==> src/common/ptcc_pkg.sv <==
// ptcc_pkg: register map, field positions, reset values and encodings of the timer channel
// assumes a classic Wishbone slave with 32-bit data; register index times four is the byte address
package ptcc_pkg;
   // register indices; the byte address is four times the index
   localparam logic [15:0] IDX_CTL = 16'h5420;
   localparam logic [15:0] IDX_CNT = 16'h5422;
   localparam logic [15:0] IDX_CCC = 16'h5424;
   localparam logic [15:0] IDX_A_DATA = 16'h5426;
   localparam logic [15:0] IDX_B_DATA = 16'h5428;
   localparam logic [15:0] IDX_MSK = 16'h542a;
   localparam logic [15:0] IDX_FLG = 16'h542c;
   // counter control fields
   localparam int CTL_RUN = 0;
   localparam int CTL_RESET = 1;
   localparam int CTL_ONE_SHOT = 2;
   localparam int CTL_CBUF = 3;
   // capture/compare control fields
   localparam int CC_A_MODE = 0;
   localparam int CC_A_INV = 1;
   localparam int CC_A_OMODE = 4;
   localparam int CC_A_EDGE = 6;
   localparam int CC_B_MODE = 8;
   localparam int CC_B_INV = 9;
   localparam int CC_B_OMODE = 12;
   localparam int CC_B_EDGE = 14;
   // flag and mask fields
   localparam int FLG_MATCH_A = 0;
   localparam int FLG_MATCH_B = 1;
   localparam int FLG_CAP_A = 2;
   localparam int FLG_CAP_B = 3;
   localparam int FLG_OVW_A = 4;
   localparam int FLG_OVW_B = 5;
   localparam int FLG_W = 6;
   // values after reset, and the top count at which the counter wraps
   localparam logic [15:0] RST_WORD = 16'h0000;
   localparam logic [1:0] RST_FIELD2 = 2'h0;
   localparam logic [5:0] RST_FLAGS = 6'h00;
   localparam logic [15:0] CNT_TOP = 16'hffff;
   // capture edge encodings and output mode encodings
   localparam logic [1:0] EDGE_NONE = 2'h0;
   localparam logic [1:0] EDGE_RISE = 2'h1;
   localparam logic [1:0] EDGE_FALL = 2'h2;
   localparam logic [1:0] EDGE_BOTH = 2'h3;
   typedef enum logic [1:0] {OM_OFF, OM_SET_CLR, OM_TOG_A, OM_TOG_B} ptcc_omode_t;
endpackage

==> src/hdl/ptcc_edge_unit.sv <==
// ptcc_edge_unit: capture trigger detector for one unit
// assumes the capture pin is already synchronous to CLK
`timescale 1ns/1ps
module ptcc_edge_unit
   import ptcc_pkg::*;
(
   input wire logic clk,
   input wire logic srst,
   input wire logic [1:0] edge_sel,
   input wire logic sig,
   output logic pulse
);
   logic prev_r;

   always_ff @(posedge clk)
   begin
      if (srst)
         prev_r <= 1'b0;
      else
         prev_r <= sig;
   end

   // bit 0 enables the rising edge, bit 1 the falling edge
   assign pulse = (edge_sel[0] & sig & ~prev_r) | (edge_sel[1] & ~sig & prev_r);
endmodule

==> src/hdl/ptcc_output_unit.sv <==
// ptcc_output_unit: one timer output driven by the compare A and B matches
// assumes the match inputs are one-cycle pulses in the CLK domain
`timescale 1ns/1ps
module ptcc_output_unit
   import ptcc_pkg::*;
(
   input wire logic clk,
   input wire logic srst,
   input wire logic [1:0] mode,
   input wire logic inv,
   input wire logic match_a,
   input wire logic match_b,
   output logic out
);
   ptcc_omode_t omode;
   logic state_r;
   logic state_nxt;
   logic out_r;

   assign omode = ptcc_omode_t'(mode);

   always_comb
   begin
      state_nxt = state_r;
      case (omode)
         OM_OFF: state_nxt = 1'b0;
         OM_SET_CLR: if (match_a) state_nxt = 1'b1; else if (match_b) state_nxt = 1'b0;
         OM_TOG_A: if (match_a) state_nxt = ~state_r;
         OM_TOG_B: if (match_b) state_nxt = ~state_r;
         default: state_nxt = 1'b0;
      endcase
   end

   always_ff @(posedge clk)
   begin
      if (srst)
      begin
         state_r <= 1'b0;
         out_r <= 1'b0;
      end
      else
      begin
         state_r <= state_nxt;
         out_r <= state_nxt ^ inv;
      end
   end

   assign out = out_r;
endmodule

==> src/hdl/ptcc_top.sv <==
// ptcc_top: one 16-bit timer channel with two compare/capture units and a Wishbone register slave
// assumes COUNT_TICK is a one-cycle enable from an outside count clock divider
// Behaviour
// - the one-shot bit stops the counter after one period, when clear the counter repeats
// - the run bit starts counting when written 1 and halts it when written 0, and is 0 after reset
// - the present 16-bit count is readable, read only, and is zero after reset
// - the unit B trigger field selects both edges, falling, rising or no capture for 3, 2, 1, 0
// - the unit A trigger field uses the same edge encoding as unit B
// - the unit B mode bit makes its data register a capture register when set, a compare value when clear
// - the unit A mode bit makes its data register a capture register when set, a compare value when clear
// - the unit A data register is 16-bit read/write, holds compare value or captured count, resets to zero
// - the unit B data register is 16-bit read/write, holds compare value or captured count, resets to zero
// - match, capture and overwrite events each set their own flag, which a write of 1 clears
`timescale 1ns/1ps
module ptcc_top
   import ptcc_pkg::*;
(
   input wire logic CLK,
   input wire logic SRST,
   input wire logic WB_CYC_I,
   input wire logic WB_STB_I,
   input wire logic WB_WE_I,
   input wire logic [17:0] WB_ADR_I,
   input wire logic [3:0] WB_SEL_I,
   input wire logic [31:0] WB_DAT_I,
   output logic [31:0] WB_DAT_O,
   output logic WB_ACK_O,
   input wire logic COUNT_TICK,
   input wire logic CAP_A,
   input wire logic CAP_B,
   output logic TIMER_OUTPUT_A,
   output logic TIMER_OUTPUT_B,
   output logic IRQ
);
   function automatic logic hit(input logic [15:0] a, input logic [15:0] b);
      hit = (a == b);
   endfunction

   function automatic logic [15:0] wmerge(input logic [15:0] old, input logic [15:0] nw, input logic [1:0] sel);
      wmerge = {sel[1] ? nw[15:8] : old[15:8], sel[0] ? nw[7:0] : old[7:0]};
   endfunction

   logic ack_r;
   logic [15:0] dat_r;
   logic run_r, run_nxt;
   logic one_shot_r, cbuf_r;
   logic [15:0] count_r, count_nxt;
   logic [1:0] a_edge_r, b_edge_r, a_omode_r, b_omode_r;
   logic a_inv_r, b_inv_r, a_mode_r, b_mode_r;
   logic [15:0] a_val_r, a_val_nxt, b_val_r, b_val_nxt;
   logic [15:0] a_act_r, b_act_r;
   logic [5:0] flag_r, flag_nxt, mask_r;

   // bus decode
   wire acc = WB_CYC_I & WB_STB_I & ~ack_r;
   wire wr = acc & WB_WE_I;
   wire rd = acc & ~WB_WE_I;
   wire [15:0] widx = WB_ADR_I[17:2];
   wire [15:0] wd = WB_DAT_I[15:0];
   wire [1:0] lanes = WB_SEL_I[1:0];
   wire hit_ctl = hit(widx, IDX_CTL);
   wire hit_cnt = hit(widx, IDX_CNT);
   wire hit_ccc = hit(widx, IDX_CCC);
   wire hit_a_dat = hit(widx, IDX_A_DATA);
   wire hit_b_dat = hit(widx, IDX_B_DATA);
   wire hit_msk = hit(widx, IDX_MSK);
   wire hit_flg = hit(widx, IDX_FLG);
   wire wr_ctl = wr & hit_ctl & lanes[0];
   wire wr_ccc_lo = wr & hit_ccc & lanes[0];
   wire wr_ccc_hi = wr & hit_ccc & lanes[1];
   wire ctl_reset_wr = wr_ctl & wd[CTL_RESET];

   // counting and comparing
   wire tick = COUNT_TICK & run_r;
   // with unit B capturing there is no period register, so the counter wraps at the top
   wire period_end = tick & (b_mode_r ? hit(count_r, CNT_TOP) : hit(count_r, b_act_r));
   wire match_a = tick & ~a_mode_r & hit(count_r, a_act_r);
   wire match_b = tick & ~b_mode_r & hit(count_r, b_act_r);

   // capturing
   wire edge_a, edge_b;
   wire cap_a = a_mode_r & edge_a;
   wire cap_b = b_mode_r & edge_b;
   wire ovw_a = cap_a & flag_r[FLG_CAP_A];
   wire ovw_b = cap_b & flag_r[FLG_CAP_B];
   wire [5:0] flag_set = {ovw_b, ovw_a, cap_b, cap_a, match_b, match_a};
   wire [5:0] flag_w1c = (wr & hit_flg & lanes[0]) ? wd[FLG_W-1:0] : RST_FLAGS;
   // a read also clears the flags so the interrupt can be served by one read
   wire [5:0] flag_rdc = (rd & hit_flg) ? ~RST_FLAGS : RST_FLAGS;

   wire [15:0] ccc_word = {b_edge_r, b_omode_r, 2'b00, b_inv_r, b_mode_r,
                           a_edge_r, a_omode_r, 2'b00, a_inv_r, a_mode_r};
   wire [15:0] ctl_word = {12'h000, cbuf_r, one_shot_r, 1'b0, run_r};
   wire [15:0] rd_word = hit_ctl ? ctl_word :
                         hit_cnt ? count_r :
                         hit_ccc ? ccc_word :
                         hit_a_dat ? a_val_r :
                         hit_b_dat ? b_val_r :
                         hit_msk ? {10'h000, mask_r} :
                         hit_flg ? {10'h000, flag_r} : RST_WORD;

   always_comb
   begin
      count_nxt = count_r;
      if (ctl_reset_wr)
         count_nxt = RST_WORD;
      else if (period_end)
         count_nxt = RST_WORD;
      else if (tick)
         count_nxt = count_r + 16'h0001;
   end

   always_comb
   begin
      run_nxt = run_r;
      if (wr_ctl)
         run_nxt = wd[CTL_RUN];
      else if (period_end & one_shot_r)
         run_nxt = 1'b0;
   end

   // a capture edge wins over a bus write in the same cycle
   always_comb
   begin
      a_val_nxt = a_val_r;
      if (cap_a)
         a_val_nxt = count_r;
      else if (wr & hit_a_dat)
         a_val_nxt = wmerge(a_val_r, wd, lanes);
   end

   always_comb
   begin
      b_val_nxt = b_val_r;
      if (cap_b)
         b_val_nxt = count_r;
      else if (wr & hit_b_dat)
         b_val_nxt = wmerge(b_val_r, wd, lanes);
   end

   // set wins over clear
   assign flag_nxt = flag_set | (flag_r & ~(flag_w1c | flag_rdc));

   always_ff @(posedge CLK)
   begin
      if (SRST)
      begin
         ack_r <= 1'b0;
         dat_r <= RST_WORD;
      end
      else
      begin
         ack_r <= acc;
         dat_r <= rd ? rd_word : dat_r;
      end
   end

   always_ff @(posedge CLK)
   begin
      if (SRST)
      begin
         run_r <= 1'b0;
         one_shot_r <= 1'b0;
         cbuf_r <= 1'b0;
         count_r <= RST_WORD;
      end
      else
      begin
         run_r <= run_nxt;
         one_shot_r <= wr_ctl ? wd[CTL_ONE_SHOT] : one_shot_r;
         cbuf_r <= wr_ctl ? wd[CTL_CBUF] : cbuf_r;
         count_r <= count_nxt;
      end
   end

   always_ff @(posedge CLK)
   begin
      if (SRST)
      begin
         {a_edge_r, a_omode_r} <= {RST_FIELD2, RST_FIELD2};
         {b_edge_r, b_omode_r} <= {RST_FIELD2, RST_FIELD2};
         {a_inv_r, a_mode_r, b_inv_r, b_mode_r} <= 4'h0;
      end
      else
      begin
         if (wr_ccc_lo)
         begin
            a_edge_r <= wd[CC_A_EDGE +: 2];
            a_omode_r <= wd[CC_A_OMODE +: 2];
            a_inv_r <= wd[CC_A_INV];
            a_mode_r <= wd[CC_A_MODE];
         end
         if (wr_ccc_hi)
         begin
            b_edge_r <= wd[CC_B_EDGE +: 2];
            b_omode_r <= wd[CC_B_OMODE +: 2];
            b_inv_r <= wd[CC_B_INV];
            b_mode_r <= wd[CC_B_MODE];
         end
      end
   end

   // with buffering on, new compare values take effect only at the period end or while stopped
   always_ff @(posedge CLK)
   begin
      if (SRST)
      begin
         a_val_r <= RST_WORD;
         b_val_r <= RST_WORD;
         a_act_r <= RST_WORD;
         b_act_r <= RST_WORD;
         flag_r <= RST_FLAGS;
         mask_r <= RST_FLAGS;
      end
      else
      begin
         a_val_r <= a_val_nxt;
         b_val_r <= b_val_nxt;
         if (!cbuf_r || !run_r || period_end)
         begin
            a_act_r <= a_val_r;
            b_act_r <= b_val_r;
         end
         flag_r <= flag_nxt;
         if (wr & hit_msk & lanes[0])
            mask_r <= wd[FLG_W-1:0];
      end
   end

   ptcc_edge_unit u_edge_a (
      .clk(CLK),
      .srst(SRST),
      .edge_sel(a_edge_r),
      .sig(CAP_A),
      .pulse(edge_a)
   );

   ptcc_edge_unit u_edge_b (
      .clk(CLK),
      .srst(SRST),
      .edge_sel(b_edge_r),
      .sig(CAP_B),
      .pulse(edge_b)
   );

   ptcc_output_unit u_out_a (
      .clk(CLK),
      .srst(SRST),
      .mode(a_omode_r),
      .inv(a_inv_r),
      .match_a(match_a),
      .match_b(match_b),
      .out(TIMER_OUTPUT_A)
   );

   ptcc_output_unit u_out_b (
      .clk(CLK),
      .srst(SRST),
      .mode(b_omode_r),
      .inv(b_inv_r),
      .match_a(match_a),
      .match_b(match_b),
      .out(TIMER_OUTPUT_B)
   );

   assign WB_ACK_O = ack_r;
   assign WB_DAT_O = {16'h0000, dat_r};
   assign IRQ = |(flag_r & mask_r);
endmodule

==> config.mk <==
export PLATFORM = sky130hd
export DESIGN_NAME = ptcc_top
export DESIGN_NICKNAME = d
export VERILOG_FILES = /design/src/common/ptcc_pkg.sv /design/src/hdl/ptcc_edge_unit.sv /design/src/hdl/ptcc_output_unit.sv /design/src/hdl/ptcc_top.sv
export SDC_FILE = /design/constraint.sdc
export NUM_CORES = 1
export LEC_CHECK = 0
export ABC_CLOCK_PERIOD_IN_PS = 2450
export BUFFER_PORTS_ARGS = -buffer_cell sky130_fd_sc_hd__clkbuf_2
export CAP_MARGIN = 10
export CORE_MARGIN = 1.5
export CORE_UTILIZATION = 35
export DETAILED_ROUTE_END_ITERATION = 8
export GPL_ROUTABILITY_DRIVEN = 0
export MAX_ROUTING_LAYER = met4
export SYNTH_ARGS = -nofsm -noshare
export SYNTH_HDL_FRONTEND = slang
export SYNTH_SLANG_ARGS = --single-unit
==> constraint.sdc <==
create_clock -name CLK -period 2.45 [get_ports CLK]
set_clock_uncertainty 0.1 [all_clocks]
set_input_delay 0.49 -clock CLK [delete_from_list [all_inputs] [get_ports CLK]]
set_output_delay 0.49 -clock CLK [all_outputs]
set_load 0.01 [all_outputs]
==> flow_summary.yaml <==
run_status:
  status: "complete, but fails checks"
  violations: "negative setup slack"
cells_and_area:
  final_util_pct: 43.6
  syn2layout_area_growth_pct: 22.7
  mostFrequentLayoutCell: "dfxtp_1"
  final_cell_mix: "127 x dfxtp_1, 95 x nor2_1, 78 x nand2_1"
  num_antenna_cells: 0
  final_cell_area_mm2: 0.00849
  drive_above_1_share_pct: 21.2
  finalNonFillerCells: 1200
  layout.nets: 987
die:
  die_width_um: 144
  core_area_mm2: 0.0195
  ioPinCount: 98
  initial_core_util_pct: 35.6
  die-area_mm2: 0.0206
  die_y_um: 144
  placementRows: 51
global_route:
  track_usage_pct: 21.4
  gr-total-overflow: 0
  grt_pass1_wl_um: 32500
  grt_max_degree: 65
  first_global_vias: 5783
  antenna_found_initial: 0
worst_setup_path:
  worstSetupEndpointType: "register"
  r2r_start: "b_act_r[15]"
  path_buf_inv: 1
  slowest_delay_ns: 0.33
  crit_slowest_cell: "dfxtp_2"
  path_cells: "xnor2_2 > nand4_1 > nor4_2 > nand4_1 > buf_6 > ha_4 > nand3_4 > o21ai_1 > nand4bb_1 > mux2_4 > a21o_1 > a21oi_2"
  path_class: "reg -> reg"
  crit_arrival_ns: 2.85
  worstSetupStartpoint: "b_act_r[15]"
  critPathRequiredTime_ns: 2.70
  critPathTopFamily: "simple AND/OR/NAND/NOR gates"
  worstPathMaxFanout: 4
  path_common_cell: "nand4_1"
  crit_path_start_kind: "register"
clock_tree:
  insertion_delay_ns: 0.42
  cts_tree: "built"
  post_cts.repair.setup_buffers: 0
  htree_levels: 4
  cts.clk_slew.worst_paths_ns: 0.06
  cts_buffers: 17
  clk_path_buf_depth: 2
  cts_sinks: 130
  root_buffer: "clkbuf_16"
yosys:
  synthArstFlopShare_pct: 0
  syn_area_mm2: 0.00693
  synth_edf_count: 0
  yosysTopAreaCell: "dfxtp_1"
  syn_inst: 844
  synth_ff_type: "dfxtp_1"
  synth_top_area_share_pct: 37.6
  yosysSeqAreaShare_pct: 37.6
  synth_seq_cells: 130
  ys_top_cells_by_area: "dfxtp_1 38%, mux2i_1 6.5%, nor2_1 5.1%"
  yosysWarnings: 0
  yosysUniqueCellTypes: 62
  avgSynthCellArea_um2: 8.21
placed_design:
  dp_cells: 1168
  postPlaceCellArea_mm2: 0.00781
  io_buffers: 61
  hpwl_um: 15100
sta:
  setup_viol: 4
  finalMaxSlewViolations: 0
  timing.final.crit_share_pct: 106
  max_freq_mhz: 385
  layout_setup_ws_ns: -0.148
  finalHoldViolCount: 0
  max_slew_margin_pct: 53.8
  finalCriticalPeriod_ns: 2.60
  tightest_slew_ns: 0.687
  rsz0062_at_grt: "yes"
  setup_tns_ns: -0.329
drt:
  antenna_left: 0
  viasPerCell: 5.26
  detail_route.wl_per_cell_um: 17.5
  routed_wirelength_um: 21000
  via_count: 6307
  drc: 0
  dr.pass1.iters: 5
  drt_iter0_markers: 492
power:
  powerDensity_mw_per_mm2: 552
  ir_drop_v: 0.000426
  p_leak_nw: 3.19
  total_power_mw: 4.69
job:
  cap_violations: 0
worst_hold_path:
  hp-class: "in -> reg"
  holdCritStartpoint: "CAP_A"
## metrics by stage
step	hold slack, ns	setup slack, ns
2_1_floorplan	0.350	0.00773
3_3_place_gp	0.342	-0.227
3_5_place_dp	0.349	-0.250
4_1_cts	0.210	-0.210
5_1_grt	0.223	-0.264
6_report	0.219	-0.148
## state kept, by name, indices dropped and copies added, names as in the netlist, 2 cells and up
| name | count |
|---|---|
| a_act_r | 16 |
| a_edge_r | 2 |
| a_omode_r | 2 |
| a_val_r | 16 |
| b_act_r | 16 |
| b_edge_r | 2 |
| b_omode_r | 2 |
| b_val_r | 16 |
| count_r | 16 |
| dat_r | 16 |
| flag_r | 6 |
| mask_r | 6 |
## repair_timing
item | in CTS | in global routing
hold buffers | 0 | 0
resized for setup | 22 | 7
pin swaps | 14 | 9
endpoints found under the setup margin | 4 | 16
## cells by family after synthesis
kind of cell / synth area share, %
and+or+nand+nor: 21.6
other: 0.0541
AOI/OAI and AO/OA: 19.0
DFF: 37.6
xor gates and xnor gates: 5.82
adders and majority gates: 0.542
buffers and inverters: 8.33
muxes: 7.15
## cell usage after synthesis (6+ instances only)
cell and count:
nand4_1 9, a311oi_1 19, a21oi_1 69, nand2_1 78, xnor2_1 21, nor2b_1 6, o211ai_1 7, clkbuf_1 36
or3_1 33, dfxtp_1 130, a211oi_1 17, mux2i_1 45, a32oi_1 8, inv_1 40, buf_2 26, o21ai_0 51
xor2_1 25, nor2_1 95, nand3_1 20, buf_4 18
## final timing paths
kind	endpoint	slack [ns]	cells past startpoint
setup / recovery	u_out_a.out	-0.15	12
setup reg to reg	u_out_a.out	-0.15	12
hold reg to reg	dat_r[14]	0.35	2
hold / removal	u_edge_a.prev_r	0.22	2
## where the power goes
part | switching, mW | internal (mW)
sequential | 0.00108 | 2.12
combinational | 0.162 | 0.0833
clock | 0.902 | 1.42
total | 1.07 | 3.62
## worst register-to-register path: stages, from the launching register on
cell and delay, ns:
dfxtp_2 0.33, xnor2_2 0.15, nand4_1 0.23, nor4_2 0.25, nand4_1 0.15, buf_6 0.17, ha_4 0.22, nand3_4 0.09
o21ai_1 0.07, nand4bb_1 0.19, mux2_4 0.30, a21o_1 0.17, a21oi_2 0.11
## routing by layer
layer	vias up	wire [um]	GRT usage, %
met2	207	9400	31.6
met4	0	340	5.59
li1	3080	-	-
met5	-	0	-
met3	23	1030	4.60
met1	2997	10200	29.4
## cell type report
class	count	area, um2
fill	1953	11000
tap	265	332
sequential	130	2610
clock inverter	4	22.5
clock buffer	28	517
timing repair buffer	128	902
multi-input combinational	604	3960
inverter	41	154
(Power assumes the default switching activity.)
